[src/rtl/imsr_defs.svh]
`ifndef IMSR_DEFS_SVH
`define IMSR_DEFS_SVH

// register offsets
`define IMSR_REG_CTRL 2'h0
`define IMSR_REG_STAT 2'h1
`define IMSR_REG_DATA 2'h2
`define IMSR_REG_OWN  2'h3

// control register bit positions
`define IMSR_CTRL_INT   7
`define IMSR_CTRL_ACK   6
`define IMSR_CTRL_BEGIN 5
`define IMSR_CTRL_HALT  4
`define IMSR_CTRL_WCOL  3
`define IMSR_CTRL_EN    2
`define IMSR_CTRL_IE    0

// reset values
`define IMSR_OWN_RESET  8'hfe
`define IMSR_DATA_RESET 8'hff

// status codes, prescaler bits zero
`define IMSR_ST_START     8'h08
`define IMSR_ST_REP_START 8'h10
`define IMSR_ST_AW_ACK    8'h18
`define IMSR_ST_AW_NACK   8'h20
`define IMSR_ST_DT_ACK    8'h28
`define IMSR_ST_DT_NACK   8'h30
`define IMSR_ST_ARB_LOST  8'h38
`define IMSR_ST_AR_ACK    8'h40
`define IMSR_ST_AR_NACK   8'h48
`define IMSR_ST_DR_ACK    8'h50
`define IMSR_ST_DR_NACK   8'h58
`define IMSR_ST_SW_ACK    8'h60
`define IMSR_ST_SW_ARB    8'h68
`define IMSR_ST_GC_ACK    8'h70
`define IMSR_ST_GC_ARB    8'h78
`define IMSR_ST_SD_ACK    8'h80
`define IMSR_ST_SD_NACK   8'h88
`define IMSR_ST_GD_ACK    8'h90
`define IMSR_ST_GD_NACK   8'h98
`define IMSR_ST_NONE      8'hf8

// timing
`define IMSR_SYS_PERIOD_NS 100
`define IMSR_BUS_HALF_NS   2500
`define IMSR_HALF_CYCLES   ((`IMSR_BUS_HALF_NS) / (`IMSR_SYS_PERIOD_NS))

`endif

[src/rtl/imsr_pkg.sv]
package imsr_pkg;

  typedef enum logic [4:0] {
    ST_IDLE  = 5'h01,
    ST_START = 5'h02,
    ST_XFER  = 5'h04,
    ST_HOLD  = 5'h08,
    ST_STOP  = 5'h10
  } imsr_state_e;

endpackage

[src/rtl/imsr_receiver.sv]
// Added by the designer: the register addresses and the address-and-strobe port.
`include "imsr_defs.svh"
`timescale 1ns/1ns
`default_nettype none

module imsr_receiver
  import imsr_pkg::*;
#(
  parameter logic [15:0] HALF_CYCLES = 16'(`IMSR_HALF_CYCLES)
) (
  input  wire logic       sys_clk,
  input  wire logic       rst_n,
  input  wire logic [1:0] regAddr,
  input  wire logic [7:0] regWrData,
  input  wire logic       regWrEn,
  input  wire logic       regRdEn,
  output var  logic [7:0] regRdData,
  input  wire logic       sclIn,
  output var  logic       sclOut,
  output var  logic       sclOe,
  input  wire logic       sdaIn,
  output var  logic       sdaOut,
  output var  logic       sdaOe,
  input  wire logic       sleepDeep,
  output var  logic       irq,
  output var  logic       wakeReq
);

  imsr_state_e state;
  logic        sclMeta, sclSync, sclPrev, sdaMeta, sdaSync, sdaPrev;
  logic        intFlag, ackEnable, beginReq, haltReq, wrColl, ifaceEn, intEn;
  logic [1:0]  presc;
  logic [7:0]  statusCode, dataReg, ownAddr, shiftReg;
  logic [3:0]  bitCnt;
  logic [1:0]  phase;
  logic [15:0] tickCnt;
  logic        isMaster, isTx, addrByte, gcMode, arbLost, busBusy;
  logic        sdaLow, mSclLow, holdBus, ackGiven, sampledBit;

  function automatic logic [1:0] addrMatch(input logic [7:0] rx, input logic [7:0] own);
    addrMatch = {rx[7:1] == 7'h00 && own[0], rx[7:1] == own[7:1]};
  endfunction

  wire        sclRise   = sclSync & ~sclPrev;
  wire        sclFall   = ~sclSync & sclPrev;
  wire        startSeen = sclSync & sclPrev & sdaPrev & ~sdaSync;
  wire        stopSeen  = sclSync & sclPrev & ~sdaPrev & sdaSync;
  wire [15:0] tickLimit = HALF_CYCLES << {presc, 1'b0};
  wire        tickStall = state == ST_XFER && isMaster && !mSclLow && !sclSync;
  wire        tick      = tickCnt >= tickLimit;
  wire        ctrlWr    = regWrEn && regAddr == `IMSR_REG_CTRL;
  wire        dataWr    = regWrEn && regAddr == `IMSR_REG_DATA;
  wire        inXfer    = state == ST_XFER;
  wire        bitEnd7   = inXfer && sclFall && bitCnt == 4'h7;
  wire        byteEnd   = inXfer && sclFall && bitCnt == 4'h8;
  wire        addrDec   = bitEnd7 && addrByte && !isTx;
  wire        rxDec     = bitEnd7 && !addrByte && !isTx;
  wire [1:0]  hit       = addrMatch(shiftReg, ownAddr);
  wire        addrAck   = (|hit) && ackEnable && !shiftReg[0];
  wire        nackLost  = inXfer && sclRise && isMaster && !isTx && bitCnt == 4'h8
                          && !sdaLow && !sdaSync;
  wire        bitLost   = inXfer && sclRise && isMaster && isTx && bitCnt < 4'h8
                          && !sdaLow && !sdaSync;
  wire        resume    = state == ST_HOLD && !intFlag;
  wire        codeMRx   = statusCode == `IMSR_ST_AR_ACK || statusCode == `IMSR_ST_DR_ACK;
  wire        codeATx   = statusCode == `IMSR_ST_START || statusCode == `IMSR_ST_REP_START;
  wire        codeDTx   = statusCode == `IMSR_ST_AW_ACK || statusCode == `IMSR_ST_AW_NACK
                          || statusCode == `IMSR_ST_DT_ACK || statusCode == `IMSR_ST_DT_NACK;
  wire        codeSRx   = statusCode[7:4] >= 4'h6 && statusCode[7:4] <= 4'h9
                          && !statusCode[3];
  wire        mTxAck    = !sampledBit;
  wire [7:0]  mstCode   = !isTx ? (ackGiven ? `IMSR_ST_DR_ACK : `IMSR_ST_DR_NACK)
                        : !addrByte ? (mTxAck ? `IMSR_ST_DT_ACK : `IMSR_ST_DT_NACK)
                        : shiftReg[0] ? (mTxAck ? `IMSR_ST_AR_ACK : `IMSR_ST_AR_NACK)
                        : (mTxAck ? `IMSR_ST_AW_ACK : `IMSR_ST_AW_NACK);
  wire [7:0]  slvCode   = addrByte ? (gcMode ? (arbLost ? `IMSR_ST_GC_ARB : `IMSR_ST_GC_ACK)
                                             : (arbLost ? `IMSR_ST_SW_ARB : `IMSR_ST_SW_ACK))
                        : gcMode ? (ackGiven ? `IMSR_ST_GD_ACK : `IMSR_ST_GD_NACK)
                        : (ackGiven ? `IMSR_ST_SD_ACK : `IMSR_ST_SD_NACK);
  wire [7:0]  byteCode  = isMaster ? mstCode : slvCode;
  wire [7:0]  ctrlView  = {intFlag, ackEnable, beginReq, haltReq, wrColl, ifaceEn, 1'b0, intEn};
  wire [7:0]  readMux   = regAddr == `IMSR_REG_CTRL ? ctrlView
                        : regAddr == `IMSR_REG_STAT ? {statusCode[7:3], 1'b0, presc}
                        : regAddr == `IMSR_REG_DATA ? dataReg : ownAddr;

  // two-stage synchronisers; stage one read only by stage two
  always_ff @(posedge sys_clk or negedge rst_n) begin
    if (!rst_n) begin
      {sclMeta, sclSync, sclPrev} <= 3'h7;
      {sdaMeta, sdaSync, sdaPrev} <= 3'h7;
    end else begin
      {sclMeta, sclSync, sclPrev} <= {sclIn, sclMeta, sclSync};
      {sdaMeta, sdaSync, sdaPrev} <= {sdaIn, sdaMeta, sdaSync};
    end
  end

  always_ff @(posedge sys_clk or negedge rst_n) begin
    if (!rst_n) begin
      busBusy <= 1'b0;
      tickCnt <= 16'h0000;
    end else begin
      busBusy <= startSeen ? 1'b1 : stopSeen ? 1'b0 : busBusy;
      tickCnt <= tick ? 16'h0000 : tickStall ? tickCnt : tickCnt + 16'h0001;
    end
  end

  // read data, pin and request outputs
  always_ff @(posedge sys_clk or negedge rst_n) begin
    if (!rst_n) begin
      regRdData <= 8'h00;
      sclOut    <= 1'b0;
      sdaOut    <= 1'b0;
      sclOe     <= 1'b0;
      sdaOe     <= 1'b0;
      irq       <= 1'b0;
    end else begin
      regRdData <= regRdEn ? readMux : 8'h00;
      sclOut    <= 1'b0;
      sdaOut    <= 1'b0;
      sclOe     <= mSclLow | (intFlag & holdBus);
      sdaOe     <= sdaLow;
      irq       <= intFlag & intEn;
    end
  end

  always_ff @(posedge sys_clk or negedge rst_n) begin
    if (!rst_n) begin
      state <= ST_IDLE;
      {intFlag, ackEnable, beginReq, haltReq, wrColl, ifaceEn, intEn} <= 7'h00;
      presc      <= 2'h0;
      statusCode <= `IMSR_ST_NONE;
      dataReg    <= `IMSR_DATA_RESET;
      ownAddr    <= `IMSR_OWN_RESET;
      shiftReg   <= 8'h00;
      bitCnt     <= 4'h0;
      phase      <= 2'h0;
      {isMaster, isTx, addrByte, gcMode, arbLost} <= 5'h00;
      {sdaLow, mSclLow, holdBus, ackGiven, sampledBit, wakeReq} <= 6'h00;
    end else begin
      if (ctrlWr && regWrData[`IMSR_CTRL_INT])
        intFlag <= 1'b0;
      if (dataWr) begin
        if (intFlag) begin
          dataReg <= regWrData;
          wrColl  <= 1'b0;
        end else begin
          wrColl  <= 1'b1;
        end
      end
      if (regWrEn && regAddr == `IMSR_REG_STAT)
        presc <= regWrData[1:0];
      if (regWrEn && regAddr == `IMSR_REG_OWN)
        ownAddr <= regWrData;
      if (!ifaceEn) begin
        state <= ST_IDLE;
        {isMaster, sdaLow, mSclLow, holdBus} <= 4'h0;
      end else begin
        case (state)
          ST_IDLE: begin
            {sdaLow, mSclLow, isMaster} <= 3'h0;
            phase <= 2'h0;
            if (startSeen) begin
              state    <= ST_XFER;
              bitCnt   <= 4'hf; // start's own falling clock wraps it to zero
              {addrByte, isTx, arbLost} <= 3'h4;
            end else if (beginReq && !intFlag) begin
              state <= ST_START;
            end
          end
          ST_START: begin
            if (startSeen && !sdaLow && !isMaster) begin
              state    <= ST_XFER;
              bitCnt   <= 4'hf;
              {addrByte, isTx, arbLost} <= 3'h4;
            end else if (tick) begin
              case (phase)
                2'h0: begin
                  {sdaLow, mSclLow} <= 2'h0;
                  phase <= 2'h1;
                end
                2'h1: begin
                  if (sclSync && sdaSync && (isMaster || !busBusy)) begin
                    sdaLow <= 1'b1;
                    phase  <= 2'h2;
                  end
                end
                default: begin
                  mSclLow    <= 1'b1;
                  intFlag    <= 1'b1;
                  statusCode <= isMaster ? `IMSR_ST_REP_START : `IMSR_ST_START;
                  isMaster   <= 1'b1;
                  holdBus    <= 1'b1;
                  phase      <= 2'h0;
                  state      <= ST_HOLD;
                end
              endcase
            end
          end
          ST_XFER: begin
            if (tick && isMaster)
              mSclLow <= ~mSclLow;
            if (!isMaster && stopSeen) begin
              state  <= ST_IDLE;
              sdaLow <= 1'b0;
            end else if (!isMaster && startSeen) begin
              bitCnt   <= 4'hf;
              {addrByte, isTx, arbLost, sdaLow} <= 4'h8;
            end else if (nackLost) begin
              {isMaster, mSclLow, sdaLow} <= 3'h0;
              intFlag    <= 1'b1;
              statusCode <= `IMSR_ST_ARB_LOST;
              state      <= ST_IDLE;
            end else if (sclRise) begin
              sampledBit <= sdaSync;
              if (bitCnt < 4'h8)
                shiftReg <= {shiftReg[6:0], sdaSync};
              if (bitLost) begin
                {isMaster, mSclLow, sdaLow} <= 3'h0;
                isTx    <= 1'b0;
                arbLost <= 1'b1;
              end
            end else if (bitEnd7) begin
              bitCnt <= 4'h8;
              if (isTx) begin
                sdaLow <= 1'b0;
              end else if (addrByte) begin
                sdaLow   <= addrAck;
                ackGiven <= addrAck;
                gcMode   <= hit[1] && !hit[0];
                if (addrAck && sleepDeep)
                  wakeReq <= 1'b1;
                if (!addrAck) begin
                  state <= ST_IDLE;
                  if (arbLost) begin
                    intFlag    <= 1'b1;
                    statusCode <= `IMSR_ST_ARB_LOST;
                  end
                end
              end else begin
                sdaLow   <= ackEnable;
                ackGiven <= ackEnable;
                if (!sleepDeep)
                  dataReg <= shiftReg;
              end
            end else if (byteEnd) begin
              sdaLow     <= 1'b0;
              intFlag    <= 1'b1;
              statusCode <= byteCode;
              holdBus    <= 1'b1;
              state      <= ST_HOLD;
            end else if (sclFall) begin
              bitCnt <= bitCnt + 4'h1;
              sdaLow <= isTx & ~shiftReg[7];
            end
          end
          ST_HOLD: begin
            if (resume) begin
              holdBus  <= 1'b0;
              statusCode <= `IMSR_ST_NONE; // nothing pending once released
              wakeReq  <= 1'b0;
              bitCnt   <= 4'h0;
              shiftReg <= dataReg;
              phase    <= 2'h0;
              if (isMaster && haltReq) begin
                state <= ST_STOP;
              end else if (isMaster && codeMRx) begin
                state <= ST_XFER;
                {isTx, addrByte, sdaLow} <= 3'h0;
              end else if (isMaster && codeATx) begin
                state    <= ST_XFER;
                {isTx, addrByte} <= 2'h3;
                sdaLow   <= ~dataReg[7];
              end else if (isMaster && beginReq) begin
                state <= ST_START;
              end else if (isMaster && codeDTx) begin
                state    <= ST_XFER;
                {isTx, addrByte} <= 2'h2;
                sdaLow   <= ~dataReg[7];
              end else if (!isMaster && codeSRx) begin
                state <= ST_XFER;
                {isTx, addrByte, sdaLow} <= 3'h0;
              end else begin
                state <= ST_IDLE;
              end
            end
          end
          ST_STOP: begin
            if (tick) begin
              phase <= phase + 2'h1;
              case (phase)
                2'h0: sdaLow <= 1'b1;
                2'h1: mSclLow <= 1'b0;
                2'h2: sdaLow <= !sclSync;
                default: begin
                  haltReq  <= 1'b0;
                  isMaster <= 1'b0;
                  state    <= ST_IDLE;
                end
              endcase
            end
          end
          default: state <= ST_IDLE;
        endcase
      end
      if (ctrlWr) begin
        ackEnable <= regWrData[`IMSR_CTRL_ACK];
        beginReq  <= regWrData[`IMSR_CTRL_BEGIN];
        haltReq   <= regWrData[`IMSR_CTRL_HALT];
        ifaceEn   <= regWrData[`IMSR_CTRL_EN];
        intEn     <= regWrData[`IMSR_CTRL_IE];
      end
    end
  end
endmodule

`default_nettype wire

[config.mk]
export PLATFORM = sky130hd
export DESIGN_NAME = imsr_receiver
export DESIGN_NICKNAME = d
export VERILOG_FILES = /design/src/rtl/imsr_pkg.sv /design/src/rtl/imsr_receiver.sv
export VERILOG_INCLUDE_DIRS = /design/src /design/src/rtl
export SDC_FILE = /design/constraint.sdc
export NUM_CORES = 1
export LEC_CHECK = 0
export BUFFER_PORTS_ARGS = -buffer_cell sky130_fd_sc_hd__buf_2
export CAP_MARGIN = 20
export CELL_PAD_IN_SITES_DETAIL_PLACEMENT = 0
export CELL_PAD_IN_SITES_GLOBAL_PLACEMENT = 1
export CORE_MARGIN = 2
export CORE_UTILIZATION = 52
export CTS_CLUSTER_SIZE = 14
export DETAILED_ROUTE_END_ITERATION = 10
export PLACE_DENSITY = 0.83
export SYNTH_ARGS = -nofsm -noshare
export SYNTH_HDL_FRONTEND = slang
export SYNTH_SLANG_ARGS = --single-unit
[constraint.sdc]
create_clock -name sys_clk -period 4.9 [get_ports sys_clk]
set_clock_uncertainty 0.05 [all_clocks]
set_input_delay 0.98 -clock sys_clk [delete_from_list [all_inputs] [get_ports sys_clk]]
set_output_delay 0.98 -clock sys_clk [all_outputs]
set_load 0.02 [all_outputs]
# Yosys cells after proc, flatten, opt, wreduce, memory -nomap -nowiden
# Cells that the tools add are included.
classes:
  div: 0
  mux: 217
  n_reduce_logical: 92
  eq_ne: 93
  n_bitwise: 23
  multipliers: 0
  addsub: 3
  n_shift: 1
  magnitude_cmp: 4
op_table:
  columns: ["operator", "count"]
  rows:
  - ["$mux 8", 38]
  - ["$mux 5", 23]
  - ["$mux 1", 106]
  - ["$mux 4", 16]
  - ["$ne 3x3->1 const B", 15]
  - ["$logic_and 1x1->1", 43]
  - ["$mux 16", 2]
  - ["$ne 2x2->1 const B", 15]
  - ["$reduce_and 10->1", 3]
  - ["$ne 4x4->1 const B", 7]
  - ["$pmux 5 s5", 1]
  - ["$eq 8x6->1 const B", 3]
  - ["$ne 4x3->1 const B", 6]
  - ["$pmux 8 s3", 1]
  - ["$reduce_and 12->1", 2]
  - ["$reduce_and 8->1", 3]
  - ["$reduce_and 11->1", 2]
  - ["$mux 7", 3]
  - ["$ne 6x4->1 const B", 3]
  - ["$add 16x1->16 const B", 1]
  - ["$eq 8x5->1 const B", 2]
  - ["$eq 8x7->1 const B", 2]
  - ["$ge 16x16->1", 1]
  - ["$pmux 1 s4", 4]
  - ["57 further kinds", 131]
totals:
  regBits: 97
  rom_bits: 0
  latchBits: 0
  ram_bits: 0
  memories: 0
  out_inout_bits: 14

# Depth between registers and ports, before layout
# Gate-level depths: netlist of the first run.
logic_depth:
  depth_word: 15
  ltp_mapped: 11

# Worst setup path before layout of the first run
# OpenSTA, ideal clock, no wires.
synth_path:
  kind: "register to register"
  start: "register presc[1]"
  end: "register statusCode[3]"
  setup_slack_ns: 2.321
  n_path_buf: 0
  synth_period_minus_slack_ns: 2.579
  arrival_time_ns: 2.447
  stages_incl_launch_ff: 10
  required_ns: 4.768
  path_cell_list: "dfrtp_1 -> or2_2 -> inv_1 -> ha_1 -> or3b_2 -> a31oi_1 -> o21a_1 -> o21ai_2 -> o221ai_2 -> mux2_2"
synth_between:
  elab_chain_cells: 4
synth_lines:
  columns: ["element", "line_no", "rtl"]
  rows:
  - ["from (decl)", "imsr_receiver.sv:32", "logic [1:0] presc;"]
  - ["from (signal assigned)", "imsr_receiver.sv:151", "presc <= regWrData[1:0];"]
  - ["$shl 5x3->16", "imsr_receiver.sv:48", "wire [15:0] tickLimit = HALF_CYCLES << {presc, 1'b0};"]
  - ["$ge 16x16->1", "imsr_receiver.sv:50", "wire tick = tickCnt >= tickLimit;"]
  - ["$ne 2x2->1 (no line)", null, null]
  - ["$reduce_and 14->1 (no line)", null, null]
  - ["to (signal assigned)", "imsr_receiver.sv:131", "statusCode <= `IMSR_ST_NONE;"]
  - ["to (signal assigned)", "imsr_receiver.sv:190", "statusCode <= isMaster ? `IMSR_ST_REP_START : `IMSR_ST_START;"]
  - ["to (signal assigned)", "imsr_receiver.sv:211", "statusCode <= `IMSR_ST_ARB_LOST;"]
  - ["to (decl)", "imsr_receiver.sv:33", "logic [7:0] statusCode, dataReg, ownAddr, shiftReg;"]
# No other way between the ends.
# A chain may end at the register's enable or synchronous reset.

# Worst setup path after layout of the first run
layout_path:
  start: "register presc[1]"
  end: "register statusCode[6]"
# Same word-level chain as after synthesis.

==> flow_summary.json, run 1 <==
{
  "grt_pass1_vias": 4546,
  "fillers": 975,
  "cts_setup_buffers": 0,
  "grt_pass1_wl_mm": 24.7,
  "postSynthCellCount": 605,
  "async_flop_share": 1.00,
  "synth.largest_area_cell": "dfrtp_1",
  "ioPinCount": 31,
  "place_ws_ns": 1.84,
  "hold_ws_ns": 0.310,
  "clk_path_buf_depth": 2,
  "end_kind": "register",
  "grt_usage": 0.274,
  "core_region_area_um2": 10800,
  "p_sw_mw": 0.904,
  "clock_latency_ns": 0.38,
  "arrival_ns": 3.38,
  "period_share": 0.635,
  "drt-initial-drc-count": 403,
  "dpl.hpwl_mm": 10.9,
  "synth_ff_type": "dfrtp_1",
  "ff_latch_area_um2": 2390,
  "dp.cells": 748,
  "crit_family": "compound AO/OA/AOI/OAI gates",
  "synth_top_area_frac": 0.293,
  "multi_input_area_um2": 3140,
  "route.detailed.drc": 0,
  "synth.avg_cell_area_um2": 9.47,
  "fin_util": 0.567,
  "worst-path-buf-inv": 1,
  "worstSetupStartpointType": "register",
  "layout_setup_ws_ns": 1.79,
  "io_buffer_count": 28,
  "crit_type": "reg2reg",
  "pwr-share-clk": 0.211,
  "drive_above_1_share": 0.194,
  "leakagePower_nw": 2.69,
  "die_height_um": 109,
  "synth_cell_types": 76,
  "grt_max_degree": 62,
  "ys_top_cells_by_area": "dfrtp_1 29%, dfstp_2 12%, nand2_1 4.7%",
  "cts_resized": 0,
  "rows": 38,
  "setup_tns_ns": 0,
  "max_stage_delay_ns": 0.47,
  "cts.hold.buffers_added": 0,
  "final_max_slew_viol_count": 0,
  "cts_buffers": 9,
  "clockRootBuffer": "clkbuf_8",
  "vdd_drop_max_mv": 0.257,
  "clk_pin_slew_worst_paths_ns": 0.10,
  "nets": 657,
  "htreeDepth": 3,
  "dieArea_um2": 11900,
  "cp_slowest_cell": "or3b_2",
  "synth-edff-count": 0,
  "vias": 4871,
  "first_pass_iters": 5,
  "wl_per_cell_um": 20.1,
  "worst_ep_required_time_ns": 5.16,
  "ys_ff_latch": 94,
  "grt_setup_unrepaired": "no",
  "antenna_found_initial": 0,
  "power.density_nw_per_um2": 391,
  "hold_path_class": "reg2reg",
  "switching_share": 0.378,
  "yosysWarnings": 0,
  "slew_headroom": 0.317,
  "fmax_mhz": 321,
  "outcome": "finished clean",
  "seqPwrFrac": 0.485,
  "crit_chain": "or2_2, inv_1, ha_1, or3b_2, a31oi_1, o21a_1, o21ai_2, o221ai_2, mux2_2",
  "hold_viol_final": 0,
  "synth_seq_area_share": 0.417,
  "drtAntennaViolNets": 0,
  "viasPerCell": 6.37,
  "p_int_mw": 1.49,
  "die_w_um": 109,
  "syn_area_um2": 5730,
  "num_antenna_cells": 0,
  "overflow": 0,
  "layout.cells.non_filler": 765,
  "start_util": 0.531,
  "wl_mm": 15.3,
  "drv_cap": 0,
  "cts_sinks": 94,
  "pwr-share-comb": 0.304,
  "gp_congestion": 0.912,
  "fin_crit_ns": 3.11,
  "finalSetupViolCount": 0,
  "cp_max_fo": 21,
  "cts_tree": "built",
  "worst_pin_slew_ns": 1.02,
  "area_growth_pct": 6.77
}
through the flow:
step / area [um2] / total power [mW]
global route: 6120 / 2.53
floorplan: 5750 / 1.65
finish: 6120 / 2.39
CTS: 6110 / 2.39
global placement: 5920 / 1.87
detailed placement: 5920 / 1.88
area by class of cell:
class,count,share of cell area
Clock buffer,13,0.0260
Clock inverter,3,0.00430
Inverter,18,0.0110
Multi-Input combinational cell,466,0.513
Sequential cell,94,0.390
Tap cell,140,0.0286
Timing Repair Buffer,31,0.0270
registers in the layout, summed over array words and instances, names as in the netlist, 2 cells and up:
name        cells
tickCnt        16
state           5
bitCnt          4
presc           2
ownAddr         8
shiftReg        8
phase           2
statusCode      5
dataReg         8
regRdData       8
power groups by stage:
stage               Sequential, mW  Combinational [mW]  Clock, mW
finish                        1.16               0.728      0.506
CTS                           1.15               0.719      0.518
global placement              1.16               0.713          0
global route                  1.18               0.803      0.548
detailed placement            1.17               0.716          0
floorplan                     1.09               0.555          0
placed cells by master (no fill, tap or decap), types with 5 or more instances in the layout:
master and n:
nor4_1 5, nand3_1 17, or3_1 6, xor2_1 14
a31oi_1 19, o21ai_0 41, mux2_2 23, nor3_1 7
inv_1 18, a21o_1 6, dfrtp_1 67, clkbuf_8 11
mux4_2 6, conb_1 6, nor2b_1 5, nor2_1 59
o2111ai_1 5, nand2_1 71, o31ai_1 5, buf_2 27
nand3b_1 6, ha_1 20, nand4_1 5, dfstp_2 27
and2_1 9, o21a_1 5, a21oi_1 37, mux2i_1 10
cell usage after synthesis, drive strengths merged, types with 6 or more instances:
library cell,count
nand2,71
dfrtp,67
nor2,59
o21ai,42
a21oi,37
dfstp,27
mux2,23
ha,20
a31oi,19
clkbuf,18
inv,18
nand3,17
buf,14
xor2,14
mux2i,10
nor3,10
and2,9
or3,7
a21o,6
mux4,6
nand3b,6
nand4,6
nor4,6
worst paths after layout:
| path | start | to | slack, ns | cells past startpoint |
|---|---|---|---|---|
| max | presc[1]$_DFFE_PN0P_ | statusCode[6]$_DFFE_PN1P_ | 1.79 | 9 |
| min | sdaMeta$_DFF_PN1_ | sdaSync$_DFF_PN1_ | 0.31 | 0 |
| max reg2reg | presc[1]$_DFFE_PN0P_ | statusCode[6]$_DFFE_PN1P_ | 1.79 | 9 |
| min reg2reg | sdaMeta$_DFF_PN1_ | sdaSync$_DFF_PN1_ | 0.31 | 0 |
| max in group asynchronous | rst_n | ownAddr[3]$_DFFE_PN1P_ | 3.17 | 2 |
| min in group asynchronous | rst_n | tickCnt[14]$_DFFE_PN0P_ | 0.64 | 1 |
routing by layer:
metal / global-route usage / part of all wire / vias up
li1: - / - / 2236
met2: 0.401 / 0.45 / 216
met3: 0.0406 / 0.066 / 35
met4: 0.111 / 0.025 / 0
met1: 0.405 / 0.46 / 2384
met5: 0 / 0 / -
cell families (layout without fill, tap and decap cells):
group / count (synthesis) / count (layout) / synth area share
XOR/XNOR: 17 / 17 / 0.0260
AO/OA/AOI/OAI: 158 / 158 / 0.183
other: 1 / 6 / 0.000655
AND/OR/NAND/NOR: 226 / 226 / 0.205
adder cells (fa/ha/maj): 20 / 20 / 0.0437
buffers and inverters: 50 / 65 / 0.0391
multiplexers: 39 / 39 / 0.0863
flip-flops: 94 / 94 / 0.417
No activity file was read; power rests on OpenSTA's default activity.
==> inputs of run 2 (changes only) <==
- CORE_UTILIZATION: 52 -> 44
- PLACE_DENSITY: 0.83 -> 0.74
- clock period: 4.9 -> 2.8 ns (I/O delays scaled with it)
==> run 2 against run 1 <==
  * Highest routed layer unchanged
  * Die area grew 17%
  * Clock power grew 150%
  * Non-clock buffer count grew 22
  * Critical path type unchanged
  * Largest cell class unchanged
  * Critical path depth is the same
  * Via count grew 0.16%
  * First-iteration DRC count grew 12%
  * Power grew 93%
  * Register-to-register slack lost 1.7 ns
  * Global-route usage shrank 3.9 points
  * Maximum frequency grew 17%
==> flow_summary.json, run 2 (synthesis gave the netlist of run 1 again) <==
{
  "die_w_um": 118,
  "wl_mm": 15.9,
  "antenna_found_initial": 0,
  "setup_tns_ns": 0,
  "worst_ep_required_time_ns": 3.00,
  "clk_path_buf_depth": 2,
  "regMostFlops": "tickCnt",
  "fillers": 1203,
  "outcome": "finished clean",
  "grt_setup_unrepaired": "no",
  "leakagePower_nw": 2.86,
  "drtAntennaViolNets": 0,
  "fmax_mhz": 375,
  "worst_pin_slew_ns": 0.565,
  "slew_headroom": 0.619,
  "drv_cap": 0,
  "overflow": 0,
  "clock_latency_ns": 0.36,
  "ff2ff_path_depth": 9,
  "cp_max_fo": 4,
  "nets": 679,
  "drive_above_1_share": 0.221,
  "grt_usage": 0.235,
  "io_buffer_count": 28,
  "cts_sinks": 94,
  "viasPerCell": 5.96,
  "crit_chain": "or2_2, inv_1, ha_1, or3b_2, a31oi_1, o21a_1, o21ai_2, o221ai_2, mux2_2",
  "most-common-layout-cells": "71 x nand2_1, 67 x dfrtp_1, 59 x nor2_1",
  "period_share": 0.953,
  "finalSetupViolCount": 0,
  "r2r_end": "state[1]$_DFFE_PN0P_",
  "first_pass_iters": 6,
  "wl_per_cell_um": 19.4,
  "vias": 4879,
  "arrival_ns": 2.87,
  "ioPinCount": 31,
  "r2r_setup_slack_ns": 0.13,
  "cts_buffers": 9,
  "rows": 41,
  "dieArea_um2": 13900,
  "grt_pass1_vias": 4786,
  "clockRootBuffer": "clkbuf_16",
  "vdd_drop_max_mv": 0.377,
  "largest_reg_flops": 16,
  "drt-initial-drc-count": 452,
  "fin_util": 0.510,
  "start_util": 0.452,
  "cp_slowest_cell": "or3b_2",
  "power.density_nw_per_um2": 716,
  "clk_pin_slew_worst_paths_ns": 0.07,
  "dpl.hpwl_mm": 11.9,
  "area_growth_pct": 12.7,
  "htreeDepth": 3,
  "crit_type": "reg2reg",
  "num_antenna_cells": 0,
  "hold_viol_final": 0,
  "fin_crit_ns": 2.67,
  "hold_path_class": "in2async",
  "max_stage_delay_ns": 0.47,
  "grt_max_degree": 42,
  "worstSetupStartpointType": "register",
  "hold_ws_ns": 0.117,
  "cts_tree": "built",
  "core_region_area_um2": 12700,
  "cts.hold.buffers_added": 0,
  "die_height_um": 118,
  "power_mw": 4.62,
  "grt_pass1_wl_mm": 25.8,
  "r2r-start": "presc[1]$_DFFE_PN0P_",
  "final_max_slew_viol_count": 0,
  "gp_congestion": 0.909,
  "end_kind": "register",
  "route.detailed.drc": 0,
  "final_common_cell": "nand2_1"
}
## run 2: changes by cell type in the layout (fill, tap and decap cells not counted)
| cell | delta |
|---|---|
| buf_12 | +1 |
| buf_4 | +20 |
| buf_6 | +1 |
| bufinv_16 | +1 |
| clkbuf_16 | +9 |
| clkbuf_8 | -11 |
| clkinv_2 | +1 |
| clkinv_4 | -1 |
| clkinvlp_4 | +1 |
| o221ai_2 | -1 |
| o221ai_4 | +1 |
## run 2: worst max path at each step
stage,from,endpoint,slack [ns],depth (start not counted)
floorplan,presc[1]$_DFFE_PN0P_,statusCode[3]$_DFFE_PN1P_,0.22,9
global placement,presc[1]$_DFFE_PN0P_,statusCode[7]$_DFFE_PN1P_,0.16,9
detailed placement,presc[1]$_DFFE_PN0P_,statusCode[3]$_DFFE_PN1P_,0.1,9
CTS,presc[1]$_DFFE_PN0P_,statusCode[3]$_DFFE_PN1P_,0.06,9
global route,presc[1]$_DFFE_PN0P_,state[1]$_DFFE_PN0P_,0.02,9
finish,presc[1]$_DFFE_PN0P_,state[1]$_DFFE_PN0P_,0.13,9
## run 2: per-stage QoR
step / instance area [um2] / std cells / worst slack (ns)
after floorplan: 5750 / 610 / 0.221
after global placement: 6130 / 800 / 0.160
after detailed placement: 6130 / 800 / 0.0951
after CTS: 6420 / 816 / 0.0602
after global routing: 6460 / 819 / 0.0155
final: 6460 / 819 / 0.131
## run 2: area by class of cell
type / count / area, um2 / share of cell area
multi-input combinational: 466 / 3150 / 0.488
sequential: 94 / 2390 / 0.370
timing repair buffer: 53 / 347 / 0.0537
clock buffer: 11 / 233 / 0.0360
tap: 172 / 215 / 0.0333
inverter: 18 / 67.6 / 0.0105
clock inverter: 5 / 60.1 / 0.00930
## run 2: per-layer routing
metal | routed length [um] | GRT usage
met1 | 7350 | 0.336
met2 | 7360 | 0.358
met3 | 945 | 0.0475
met4 | 257 | 0.0730
met5 | 0 | 0
## run 2: what timing repair did
item	in CTS	in global routing
buffers inserted	0	2
setup endpoints to repair	0	7
resized for setup	0	2
## run 2: critical path: cells and delay by family (launching register included)
family | cells | cell delay [ns]
DFF | 1 | 0.37
buffers and inverters | 1 | 0.06
adders and majority gates | 1 | 0.22
AOI/OAI and AO/OA | 4 | 0.70
and+or+nand+nor | 2 | 0.78
muxes | 1 | 0.37
## run 2: report_power, final
group | total [mW] | switching (mW) | leakage [nW] | internal [mW]
logic | 1.38 | 0.776 | 1.57 | 0.602
clock network | 1.25 | 0.553 | 0.140 | 0.696
registers | 1.99 | 0.318 | 1.15 | 1.68
